$ cat config.mk
export PLATFORM = sky130hd
export DESIGN_NAME = capture_buffer_and_accumulator_b
export DESIGN_NICKNAME = d
export VERILOG_FILES = /design/src/design/capbuf_pkg.sv /design/src/design/capture_buffer_and_accumulator_b.sv
export SDC_FILE = /design/constraint.sdc
export NUM_CORES = 1
export LEC_CHECK = 0
export BUFFER_PORTS_ARGS = -buffer_cell sky130_fd_sc_hd__buf_2
export CAP_MARGIN = 0
export CORE_MARGIN = 2
export CORE_UTILIZATION = 50
export CTS_CLUSTER_DIAMETER = 50
export DETAILED_ROUTE_END_ITERATION = 8
export PLACE_DENSITY = 0.65
export SLEW_MARGIN = 0
export SYNTH_ARGS = -nofsm -noshare
export SYNTH_HDL_FRONTEND = slang
export SYNTH_SLANG_ARGS = --single-unit
$ cat constraint.sdc
create_clock -name i_core_clk -period 3.7 [get_ports i_core_clk]
set_clock_uncertainty 0.1 [all_clocks]
set_input_delay 0.37 -clock i_core_clk [delete_from_list [all_inputs] [get_ports i_core_clk]]
set_output_delay 0.37 -clock i_core_clk [all_outputs]
set_load 0.05 [all_outputs]
$ cat src/design/capbuf_pkg.sv
// Register map, field positions and reset values of the capture buffer block
package capbuf_pkg;
    localparam logic [7:0] OFS_TC0 = 8'h90;
    localparam logic [7:0] OFS_ACCUM3_COUNT = 8'ha2;
    localparam logic [7:0] OFS_ACCUM2_COUNT = 8'ha3;
    localparam logic [7:0] OFS_ACCUM1_COUNT = 8'ha4;
    localparam logic [7:0] OFS_ACCUM0_COUNT = 8'ha5;
    localparam logic [7:0] OFS_MODCOUNT_CONTROL = 8'ha6;
    localparam logic [7:0] OFS_ACCUM_ENABLE = 8'ha8;
    localparam logic [7:0] OFS_OVERWRITE_GUARD = 8'haa;
    localparam logic [7:0] OFS_INPUT_CONTROL_SYSTEM = 8'hab;
    localparam logic [7:0] OFS_TIMER_TEST_CONTROL = 8'had;
    localparam logic [7:0] OFS_TIMER_PORT_VALUE = 8'hae;
    localparam logic [7:0] OFS_TIMER_PORT_DIRECTION = 8'haf;
    localparam logic [7:0] OFS_ACCUM_B_CONTROL = 8'hb0;
    localparam logic [7:0] OFS_ACCUM_B_FLAGS = 8'hb1;
    localparam logic [7:0] OFS_ACCUM3_HOLDING = 8'hb2;
    localparam logic [7:0] OFS_ACCUM2_HOLDING = 8'hb3;
    localparam logic [7:0] OFS_ACCUM1_HOLDING = 8'hb4;
    localparam logic [7:0] OFS_ACCUM0_HOLDING = 8'hb5;
    localparam logic [7:0] OFS_TC0_HOLDING = 8'hb8;
    // Input control system fields
    localparam int SHARE_LSB = 4;
    localparam int FLAG_ON_LATCH_BIT = 3;
    localparam int ACCUM_SATURATE_BIT = 2;
    localparam int HOLD_BUFFER_ENABLE_BIT = 1;
    localparam int LATCH_NOT_QUEUE_BIT = 0;
    // Other fields
    localparam int FORCE_LATCH_BIT = 4;
    localparam int DIVIDER_BYPASS_BIT = 1;
    localparam int ACCUM_B_ENABLE_BIT = 6;
    localparam int ACCUM_B_IRQ_ENABLE_BIT = 1;
    localparam int ACCUM_B_OVERFLOW_BIT = 1;
    // Reset values and all-ones constants
    localparam logic [7:0] RST_BYTE = 8'h00;
    localparam logic [15:0] RST_WORD = 16'h0000;
    localparam logic [7:0] BYTE_ONES = 8'hff;
    localparam logic [15:0] WORD_ONES = 16'hffff;
endpackage

$ cat src/design/capture_buffer_and_accumulator_b.sv
// Capture buffering, 8-bit and 16-bit pulse accumulators, timer port control
`timescale 1ns/1ps

module capture_buffer_and_accumulator_b
    import capbuf_pkg::*;
(
    input wire logic i_core_clk,
    input wire logic i_nrst,
    input wire logic [7:0] i_addr,
    input wire logic [7:0] i_wdata,
    input wire logic i_wr,
    input wire logic i_rd,
    output logic [7:0] o_rdata,
    input wire logic i_special_mode,
    input wire logic i_fast_flag_clear,
    input wire logic i_main_timer_enable,
    input wire logic i_prescale_tick,
    input wire logic i_accum_a_enable,
    input wire logic i_modcount_zero,
    input wire logic [7:0] i_timer_pin,
    input wire logic [7:0] i_compare_active,
    input wire logic [7:0] i_compare_level,
    output logic [7:0] o_timer_pin_out,
    output logic [7:0] o_timer_pin_oe,
    output logic [7:0] o_capture_event,
    output logic [3:0] o_capture_flag_set,
    output logic o_counter_overflow,
    output logic [15:0] o_free_running_counter,
    output logic o_accum_b_irq
);

    ////////////////////////////////////////////////////////////////////////
    // Registers
    logic [7:0] input_control_system_ff;
    logic input_control_system_locked_ff;
    logic [7:0] overwrite_guard_ff;
    logic [7:0] accum_enable_ff;
    logic [7:0] timer_test_control_ff;
    logic [7:0] port_latch_ff;
    logic [7:0] timer_port_direction_ff;
    logic [7:0] accum_b_control_ff;
    logic accum_b_overflow_flag_ff;
    logic [7:0] accum_ff [4];
    logic [7:0] accum_hold_ff [4];
    logic [15:0] capture_ff [4];
    logic [15:0] capture_hold_ff [4];
    logic [3:0] capture_full_ff;
    logic [3:0] hold_full_ff;
    logic [7:0] pin_prev_ff;
    logic [15:0] counter_ff;
    logic [7:0] rdata_ff;
    logic [3:0] flag_set_ff;
    logic [7:0] event_ff;
    logic overflow_ff;
    logic [7:0] pin_out_ff;
    logic [7:0] pin_oe_ff;

    ////////////////////////////////////////////////////////////////////////
    // Decoded controls
    logic [3:0] share_channel_pair;
    logic flag_on_latch_mode;
    logic accum_saturate;
    logic hold_buffer_enable;
    logic latch_not_queue;
    logic queue_mode;
    logic latch_mode;
    logic force_latch_wr;
    logic latch_evt;
    logic accum_b_enable;
    logic divider_bypass;
    logic [7:0] pin_edge;
    logic [7:0] chan_evt;
    logic [3:0] no_overwrite;
    logic [3:0] accum_en;
    logic [3:0] cap_rd;
    logic [3:0] hold_rd;
    logic [3:0] hold_load;
    logic [3:0] cap_load;
    logic [7:0] dir_eff;
    logic accum_b_set;
    logic accum_b_clr;
    logic [15:0] accum_b_16bit;
    logic [7:0] rd_mux;

    assign share_channel_pair = input_control_system_ff[SHARE_LSB +: 4];
    assign flag_on_latch_mode = input_control_system_ff[FLAG_ON_LATCH_BIT];
    assign accum_saturate = input_control_system_ff[ACCUM_SATURATE_BIT];
    assign hold_buffer_enable = input_control_system_ff[HOLD_BUFFER_ENABLE_BIT];
    assign latch_not_queue = input_control_system_ff[LATCH_NOT_QUEUE_BIT];
    assign queue_mode = hold_buffer_enable & ~latch_not_queue;
    assign latch_mode = hold_buffer_enable & latch_not_queue;
    assign force_latch_wr = i_wr & (i_addr == OFS_MODCOUNT_CONTROL) & i_wdata[FORCE_LATCH_BIT];
    assign latch_evt = latch_mode & (force_latch_wr | i_modcount_zero);
    assign accum_b_enable = accum_b_control_ff[ACCUM_B_ENABLE_BIT];
    assign divider_bypass = timer_test_control_ff[DIVIDER_BYPASS_BIT];
    assign no_overwrite = overwrite_guard_ff[3:0];
    assign accum_b_16bit = {accum_ff[1], accum_ff[0]};
    assign pin_edge = i_timer_pin & ~pin_prev_ff;

    always_comb begin
        chan_evt[3:0] = pin_edge[3:0];
        for (int i = 0; i < 4; i++) begin
            chan_evt[i + 4] = share_channel_pair[i] ? pin_edge[i] : pin_edge[i + 4];
        end
    end

    always_comb begin
        for (int n = 0; n < 4; n++) begin
            cap_rd[n] = i_rd & (i_addr[7:1] == 7'(({1'b0, OFS_TC0} + 9'(2 * n)) >> 1));
            hold_rd[n] = i_rd & (i_addr[7:1] == 7'(({1'b0, OFS_TC0_HOLDING} + 9'(2 * n)) >> 1));
            cap_load[n] = chan_evt[n] & (~no_overwrite[n] | ~capture_full_ff[n]
                | (queue_mode & ~hold_full_ff[n]));
            hold_load[n] = chan_evt[n] & queue_mode
                & (~no_overwrite[n] | (capture_full_ff[n] & ~hold_full_ff[n]));
        end
    end

    always_comb begin
        accum_en[0] = ~accum_b_enable & accum_enable_ff[0];
        accum_en[1] = ~accum_b_enable & accum_enable_ff[1];
        accum_en[2] = ~i_accum_a_enable & accum_enable_ff[2];
        accum_en[3] = ~i_accum_a_enable & accum_enable_ff[3];
    end

    ////////////////////////////////////////////////////////////////////////
    // Control register writes
    always_ff @(posedge i_core_clk) begin
        if (!i_nrst) begin
            input_control_system_ff <= RST_BYTE;
            input_control_system_locked_ff <= 1'b0;
        end else if (i_wr && i_addr == OFS_INPUT_CONTROL_SYSTEM) begin
            if (i_special_mode || !input_control_system_locked_ff) begin
                input_control_system_ff <= i_wdata;
            end
            if (!i_special_mode) begin
                input_control_system_locked_ff <= 1'b1;
            end
        end
    end

    always_ff @(posedge i_core_clk) begin
        if (!i_nrst) begin
            overwrite_guard_ff <= RST_BYTE;
            accum_enable_ff <= RST_BYTE;
            timer_test_control_ff <= RST_BYTE;
            timer_port_direction_ff <= RST_BYTE;
            accum_b_control_ff <= RST_BYTE;
        end else if (i_wr) begin
            case (i_addr)
                OFS_OVERWRITE_GUARD: overwrite_guard_ff <= {4'h0, i_wdata[3:0]};
                OFS_ACCUM_ENABLE: accum_enable_ff <= {4'h0, i_wdata[3:0]};
                OFS_TIMER_TEST_CONTROL: begin
                    if (i_special_mode) begin
                        timer_test_control_ff <= i_wdata & 8'h02;
                    end
                end
                OFS_TIMER_PORT_DIRECTION: timer_port_direction_ff <= i_wdata;
                OFS_ACCUM_B_CONTROL: accum_b_control_ff <= i_wdata & 8'h42;
                default: ;
            endcase
        end
    end

    ////////////////////////////////////////////////////////////////////////
    // Timer port
    // compare forces output
    assign dir_eff = timer_port_direction_ff | i_compare_active;

    always_ff @(posedge i_core_clk) begin
        if (!i_nrst) begin
            port_latch_ff <= RST_BYTE;
        end else if (i_wr && i_addr == OFS_TIMER_PORT_VALUE) begin
            port_latch_ff <= i_wdata;
        end
    end

    // Registered pin drive costs one cycle of lag after a write
    always_ff @(posedge i_core_clk) begin
        if (!i_nrst) begin
            pin_out_ff <= RST_BYTE;
            pin_oe_ff <= RST_BYTE;
        end else begin
            for (int i = 0; i < 8; i++) begin
                pin_out_ff[i] <= i_compare_active[i] ? i_compare_level[i] : port_latch_ff[i];
            end
            pin_oe_ff <= dir_eff;
        end
    end

    ////////////////////////////////////////////////////////////////////////
    // Free-running counter
    always_ff @(posedge i_core_clk) begin
        if (!i_nrst) begin
            counter_ff <= RST_WORD;
            overflow_ff <= 1'b0;
        end else begin
            overflow_ff <= 1'b0;
            if (i_main_timer_enable) begin
                if (divider_bypass) begin
                    counter_ff[7:0] <= counter_ff[7:0] + 8'h01;
                    counter_ff[15:8] <= counter_ff[15:8] + 8'h01;
                    overflow_ff <= (counter_ff[15:8] == BYTE_ONES);
                end else if (i_prescale_tick) begin
                    counter_ff <= counter_ff + 16'h0001;
                    overflow_ff <= (counter_ff == WORD_ONES);
                end
            end
        end
    end

    ////////////////////////////////////////////////////////////////////////
    // Capture channels 0..3
    always_ff @(posedge i_core_clk) begin
        if (!i_nrst) begin
            pin_prev_ff <= RST_BYTE;
            event_ff <= RST_BYTE;
        end else begin
            pin_prev_ff <= i_timer_pin;
            event_ff <= chan_evt;
        end
    end

    always_ff @(posedge i_core_clk) begin
        if (!i_nrst) begin
            capture_full_ff <= 4'h0;
            hold_full_ff <= 4'h0;
            flag_set_ff <= 4'h0;
            for (int n = 0; n < 4; n++) begin
                capture_ff[n] <= RST_WORD;
                capture_hold_ff[n] <= RST_WORD;
            end
        end else begin
            for (int n = 0; n < 4; n++) begin
                if (cap_rd[n]) begin
                    capture_full_ff[n] <= 1'b0;
                end
                if (hold_rd[n]) begin
                    hold_full_ff[n] <= 1'b0;
                end
                if (latch_evt && !(no_overwrite[n] && hold_full_ff[n])) begin
                    capture_hold_ff[n] <= capture_ff[n];
                    hold_full_ff[n] <= 1'b1;
                    capture_full_ff[n] <= 1'b0;
                end
                if (hold_load[n]) begin
                    capture_hold_ff[n] <= capture_ff[n];
                    hold_full_ff[n] <= 1'b1;
                end
                if (cap_load[n]) begin
                    capture_ff[n] <= counter_ff;
                    capture_full_ff[n] <= 1'b1;
                end
                flag_set_ff[n] <= (flag_on_latch_mode && queue_mode) ? hold_load[n]
                    : chan_evt[n];
            end
        end
    end

    ////////////////////////////////////////////////////////////////////////
    // Pulse accumulators
    always_ff @(posedge i_core_clk) begin
        if (!i_nrst) begin
            for (int n = 0; n < 4; n++) begin
                accum_ff[n] <= RST_BYTE;
            end
        end else begin
            for (int n = 0; n < 4; n++) begin
                if (i_wr && i_addr == 8'(OFS_ACCUM0_COUNT - 8'(n))) begin
                    accum_ff[n] <= i_wdata;
                end else if (latch_evt && !(n < 2 && accum_b_enable)) begin
                    accum_ff[n] <= RST_BYTE;
                end else if (n < 2 && accum_b_enable) begin
                    if (chan_evt[0] && (n == 0 || accum_ff[0] == BYTE_ONES)) begin
                        accum_ff[n] <= accum_ff[n] + 8'h01;
                    end
                end else if (accum_en[n] && chan_evt[n]) begin
                    if (!(accum_saturate && accum_ff[n] == BYTE_ONES)) begin
                        accum_ff[n] <= accum_ff[n] + 8'h01;
                    end
                end
            end
        end
    end

    always_ff @(posedge i_core_clk) begin
        if (!i_nrst) begin
            for (int n = 0; n < 4; n++) begin
                accum_hold_ff[n] <= RST_BYTE;
            end
        end else begin
            for (int n = 0; n < 4; n++) begin
                if (i_wr && i_addr == 8'(OFS_ACCUM0_HOLDING - 8'(n))) begin
                    accum_hold_ff[n] <= i_wdata;
                end else if (latch_evt && accum_en[n]) begin
                    accum_hold_ff[n] <= accum_ff[n];
                end
            end
        end
    end

    ////////////////////////////////////////////////////////////////////////
    // Accumulator B overflow
    // overflow sources
    assign accum_b_set = accum_b_enable
        ? (chan_evt[0] && accum_b_16bit == WORD_ONES)
        : (accum_en[1] && chan_evt[1] && !accum_saturate && accum_ff[1] == BYTE_ONES);
    // clear by write or fast access
    assign accum_b_clr = (i_wr && i_addr == OFS_ACCUM_B_FLAGS && i_wdata[ACCUM_B_OVERFLOW_BIT])
        || (i_fast_flag_clear && (i_wr || i_rd)
            && (i_addr == OFS_ACCUM1_COUNT || i_addr == OFS_ACCUM0_COUNT));

    // Set beats a clear in the same cycle so no rollover is missed
    always_ff @(posedge i_core_clk) begin
        if (!i_nrst) begin
            accum_b_overflow_flag_ff <= 1'b0;
        end else begin
            accum_b_overflow_flag_ff <= accum_b_set
                | (accum_b_overflow_flag_ff & ~accum_b_clr);
        end
    end

    ////////////////////////////////////////////////////////////////////////
    // Read path
    always_comb begin
        rd_mux = RST_BYTE;
        case (i_addr)
            OFS_ACCUM3_COUNT: rd_mux = accum_ff[3];
            OFS_ACCUM2_COUNT: rd_mux = accum_ff[2];
            OFS_ACCUM1_COUNT: rd_mux = accum_ff[1];
            OFS_ACCUM0_COUNT: rd_mux = accum_ff[0];
            OFS_ACCUM_ENABLE: rd_mux = accum_enable_ff;
            OFS_OVERWRITE_GUARD: rd_mux = overwrite_guard_ff;
            OFS_INPUT_CONTROL_SYSTEM: rd_mux = input_control_system_ff;
            OFS_TIMER_TEST_CONTROL: rd_mux = timer_test_control_ff;
            OFS_TIMER_PORT_VALUE: rd_mux = (dir_eff & port_latch_ff) | (~dir_eff & i_timer_pin);
            OFS_TIMER_PORT_DIRECTION: rd_mux = timer_port_direction_ff;
            OFS_ACCUM_B_CONTROL: rd_mux = accum_b_control_ff;
            OFS_ACCUM_B_FLAGS: rd_mux = {6'h00, accum_b_overflow_flag_ff, 1'b0};
            OFS_ACCUM3_HOLDING: rd_mux = accum_hold_ff[3];
            OFS_ACCUM2_HOLDING: rd_mux = accum_hold_ff[2];
            OFS_ACCUM1_HOLDING: rd_mux = accum_hold_ff[1];
            OFS_ACCUM0_HOLDING: rd_mux = accum_hold_ff[0];
            default: begin
                for (int n = 0; n < 4; n++) begin
                    if (cap_rd[n]) begin
                        rd_mux = i_addr[0] ? capture_ff[n][7:0] : capture_ff[n][15:8];
                    end
                    if (hold_rd[n]) begin
                        rd_mux = i_addr[0] ? capture_hold_ff[n][7:0]
                            : capture_hold_ff[n][15:8];
                    end
                end
            end
        endcase
    end

    // Data valid only in the cycle after the strobe
    always_ff @(posedge i_core_clk) begin
        if (!i_nrst) begin
            rdata_ff <= RST_BYTE;
        end else begin
            rdata_ff <= i_rd ? rd_mux : RST_BYTE;
        end
    end

    ////////////////////////////////////////////////////////////////////////
    // Outputs
    assign o_rdata = rdata_ff;
    assign o_timer_pin_out = pin_out_ff;
    assign o_timer_pin_oe = pin_oe_ff;
    assign o_capture_event = event_ff;
    assign o_capture_flag_set = flag_set_ff;
    assign o_counter_overflow = overflow_ff;
    assign o_free_running_counter = counter_ff;
    assign o_accum_b_irq = accum_b_overflow_flag_ff & accum_b_control_ff[ACCUM_B_IRQ_ENABLE_BIT];

endmodule // capture_buffer_and_accumulator_b

==> flow_summary.ini <==
[outcome]
status = finished, final reports clean

[sta]
grt_setup_unrepaired = no
slew_headroom_pct = 33.9
hold_viol = 0
tightest_slew_ns = 0.983
fmax_ghz = 0.346
report.final.setup_viol = 0
fin_setup_tns_ns = 0
slew_viol_final = 0
fin_crit_ns = 2.89
fin_crit_sh_pct = 78.1

[hold_path]
hp-start = i_compare_active[5]
hold_class = in -> reg

[final_layout]
final_cells = 1895
final_cell_area_um2 = 17000
utilization_pct = 59.0
drive_gt1_share_pct = 17.1
nets = 1538
area_growth_pct = 15.8
antenna_cells = 0

[synth]
synth_cell_types = 83
ys_ff_latch = 298
synth_edf_count = 192
synthArstFlopShare_pct = 0
syn_area_per_cell_um2 = 10.8
seq_area_frac_synth_pct = 53.6
syn_inst = 1366
ys.flop_type = edfxtp_1
syn-cell-area_um2 = 14700
yosys_warnings = 0
synth.net_count = 1422

[grt]
track_usage_pct = 29.8
grt_max_degree = 42
antenna_found_initial = 2
gr-total-overflow = 0
grt_pass1_vias = 11200
grt_pass1_wl_um = 69100

[critical_path]
r2r_start = input_control_system_ff[1]
critical_path_required_ns = 3.72
cp-start-kind = flip-flop
worstSetupStartpoint = input_control_system_ff[1]
critPathCaptureType = flip-flop
path_buf_inv = 0
max_stage_delay_ns = 0.60
path_max_fanout = 9
worst-setup-path-type = reg -> reg
crit_family = compound AO/OA/AOI/OAI gates
cp.arrival_ns = 2.91
cpMaxStageDelayCell = o41a_1
path_cells = nand4_1 > o41a_1 > a31oi_1 > nand3b_1 > o2111ai_1

[placed_design]
placed_cell_area_um2 = 15700
hpwl_um = 32700
place_congestion = 0.979
dp_cells = 1814
portBuffers = 103

[power]
power_density_nw_per_um2 = 462
leakage_nw = 6.75
irDropWorstVdd_uv = 359
finalPower_mw = 7.88

[die]
die-area_um2 = 30800
dieHeight_um = 175
boundaryPins = 104
die_w_um = 175
core.rowCount = 62
coreArea_um2 = 28900
initial_core_util_pct = 50.9

[routing]
ant_nets = 0
drtPass1Iterations = 6
dr.first_iter.drc_count = 1666
avgRoutedWirePerCell_um = 24.5
dr_total_vias = 11800
totalWireLength_um = 46400
vias_per_cell = 6.23
route.detailed.drc = 0

[clocking]
cts.sinks = 298
cts_tree = yes
clk_pin_slew_ns = 0.06
cts_resized = 0
cts_buffers = 38
clkLatencyLatePin_ns = 0.53
cts_root_buffer = clkbuf_16
h-tree-depth = 2
cts_buffer_depth = 3

[job]
maxCapViolations = 0
registers in the layout, indices dropped and copies added (netlist names), 8 cells and up:
signal,count
o_free_running_counter,16
pin_prev_ff,8
accum_ff,32
o_timer_pin_out,8
o_timer_pin_oe,8
o_capture_event,8
accum_hold_ff,32
capture_ff,64
o_rdata,8
timer_port_direction_ff,8
input_control_system_ff,8
capture_hold_ff,64
port_latch_ff,8
final timing paths:
check | endpoint | slack, ns | depth (start not counted)
max | accum_ff[0][4] | 0.81 | 5
min | o_timer_pin_oe[5] | 0.01 | 3
max reg2reg | accum_ff[0][4] | 0.81 | 5
min reg2reg | input_control_system_locked_ff | 0.37 | 1
per-stage QoR:
| step | setup slack [ns] | hold slack, ns |
|---|---|---|
| 2_1_floorplan | 0.830 | 0.341 |
| 3_3_place_gp | 0.390 | 0.347 |
| 3_5_place_dp | 0.324 | 0.355 |
| 4_1_cts | 0.838 | 0.000523 |
| 5_1_grt | 0.623 | 0.00962 |
| 6_report | 0.810 | 0.0112 |
cells in the mapped netlist (all sizes together), types with 22 or more instances:
library cell / count / area, µm²
edfxtp: 192 / 5770
nand2: 128 / 495
nor2: 112 / 420
dfxtp: 106 / 2120
and2: 91 / 569
mux2i: 84 / 841
nand3: 58 / 290
and3: 57 / 357
clkbuf: 57 / 214
o21ai: 52 / 260
a21oi: 39 / 210
a22o: 34 / 298
buf: 30 / 158
inv: 22 / 82.6
cells in the final DEF (no fill, tap or decap), types with 6 or more instances in the layout:
master and count:
a22oi_1 6, a211oi_1 7, xnor2_1 20, nand3b_1 8, a32oi_1 10, nand4_1 11, edfxtp_1 192, nor3_1 13
buf_2 102, o211ai_1 10, clkbuf_1 8, dfxtp_1 106, a22o_1 34, nand2_1 124, clkbuf_16 38, and2_1 91
mux2i_1 84, mux2_2 18, and3_1 57, buf_4 49, inv_1 21, nand2b_1 11, nor2_1 112, xor2_1 18
and4_1 6, ha_1 6, nor2b_1 17, nand3_1 58, mux4_2 7, a21oi_1 35, or3_1 6, a31oi_1 11
o21ai_0 49, dlygate4sd3_1 12, o22ai_1 15
cell families (layout without fill, tap and decap cells):
kind of cell               count (synthesis)  count (layout)  synth area share, %
and+or+nand+nor                          547             547                 19.5
xor gates and xnor gates                  38              38                 2.26
buffers and inverters                    111             256                 3.14
muxes                                    109             109                 8.17
AOI/OAI and AO/OA                        257             257                 12.8
adders and majority gates                  6               6                0.511
DFF                                      298             298                 53.6
cell type report:
cell class              instances  area, µm²
inverters                      24       90.1
fillers                      2470      11800
clock inverters                21        209
multi-input cells             957       6360
flip-flops and latches        298       7890
repair buffers                163        998
well taps                     384        480
clock buffers                  48       1010
timing repair:
action | 4_1_cts | 5_1_grt
setup buffers | 0 | 0
hold buffers | 12 | 0
hold endpoints to repair | 12 | 0
per-layer routing:
layer	track usage (%)	routed length (µm)	part of all wire, %	vias up
li1	-	-	-	5313
met1	44.5	20200	43	5712
met2	44.7	20100	43	667
met3	4.96	4740	10	109
met4	8.82	1380	3.0	2
met5	0	13	0.028	-
worst register-to-register path, delay by kind of cell (launching register included):
kind,cells,cell delay [ns]
flops,1,0.54
compound gates,3,1.32
simple gates,2,0.53
power by group:
part           switching (mW)  total [mW]  leakage [nW]  internal (mW)
clock network            1.48        3.59         0.593           2.11
logic                   0.404       0.575          3.30          0.171
registers              0.0649        3.72          2.86           3.65
total                    1.95        7.88          6.75           5.93
No activity file was read; power rests on OpenSTA's default activity.
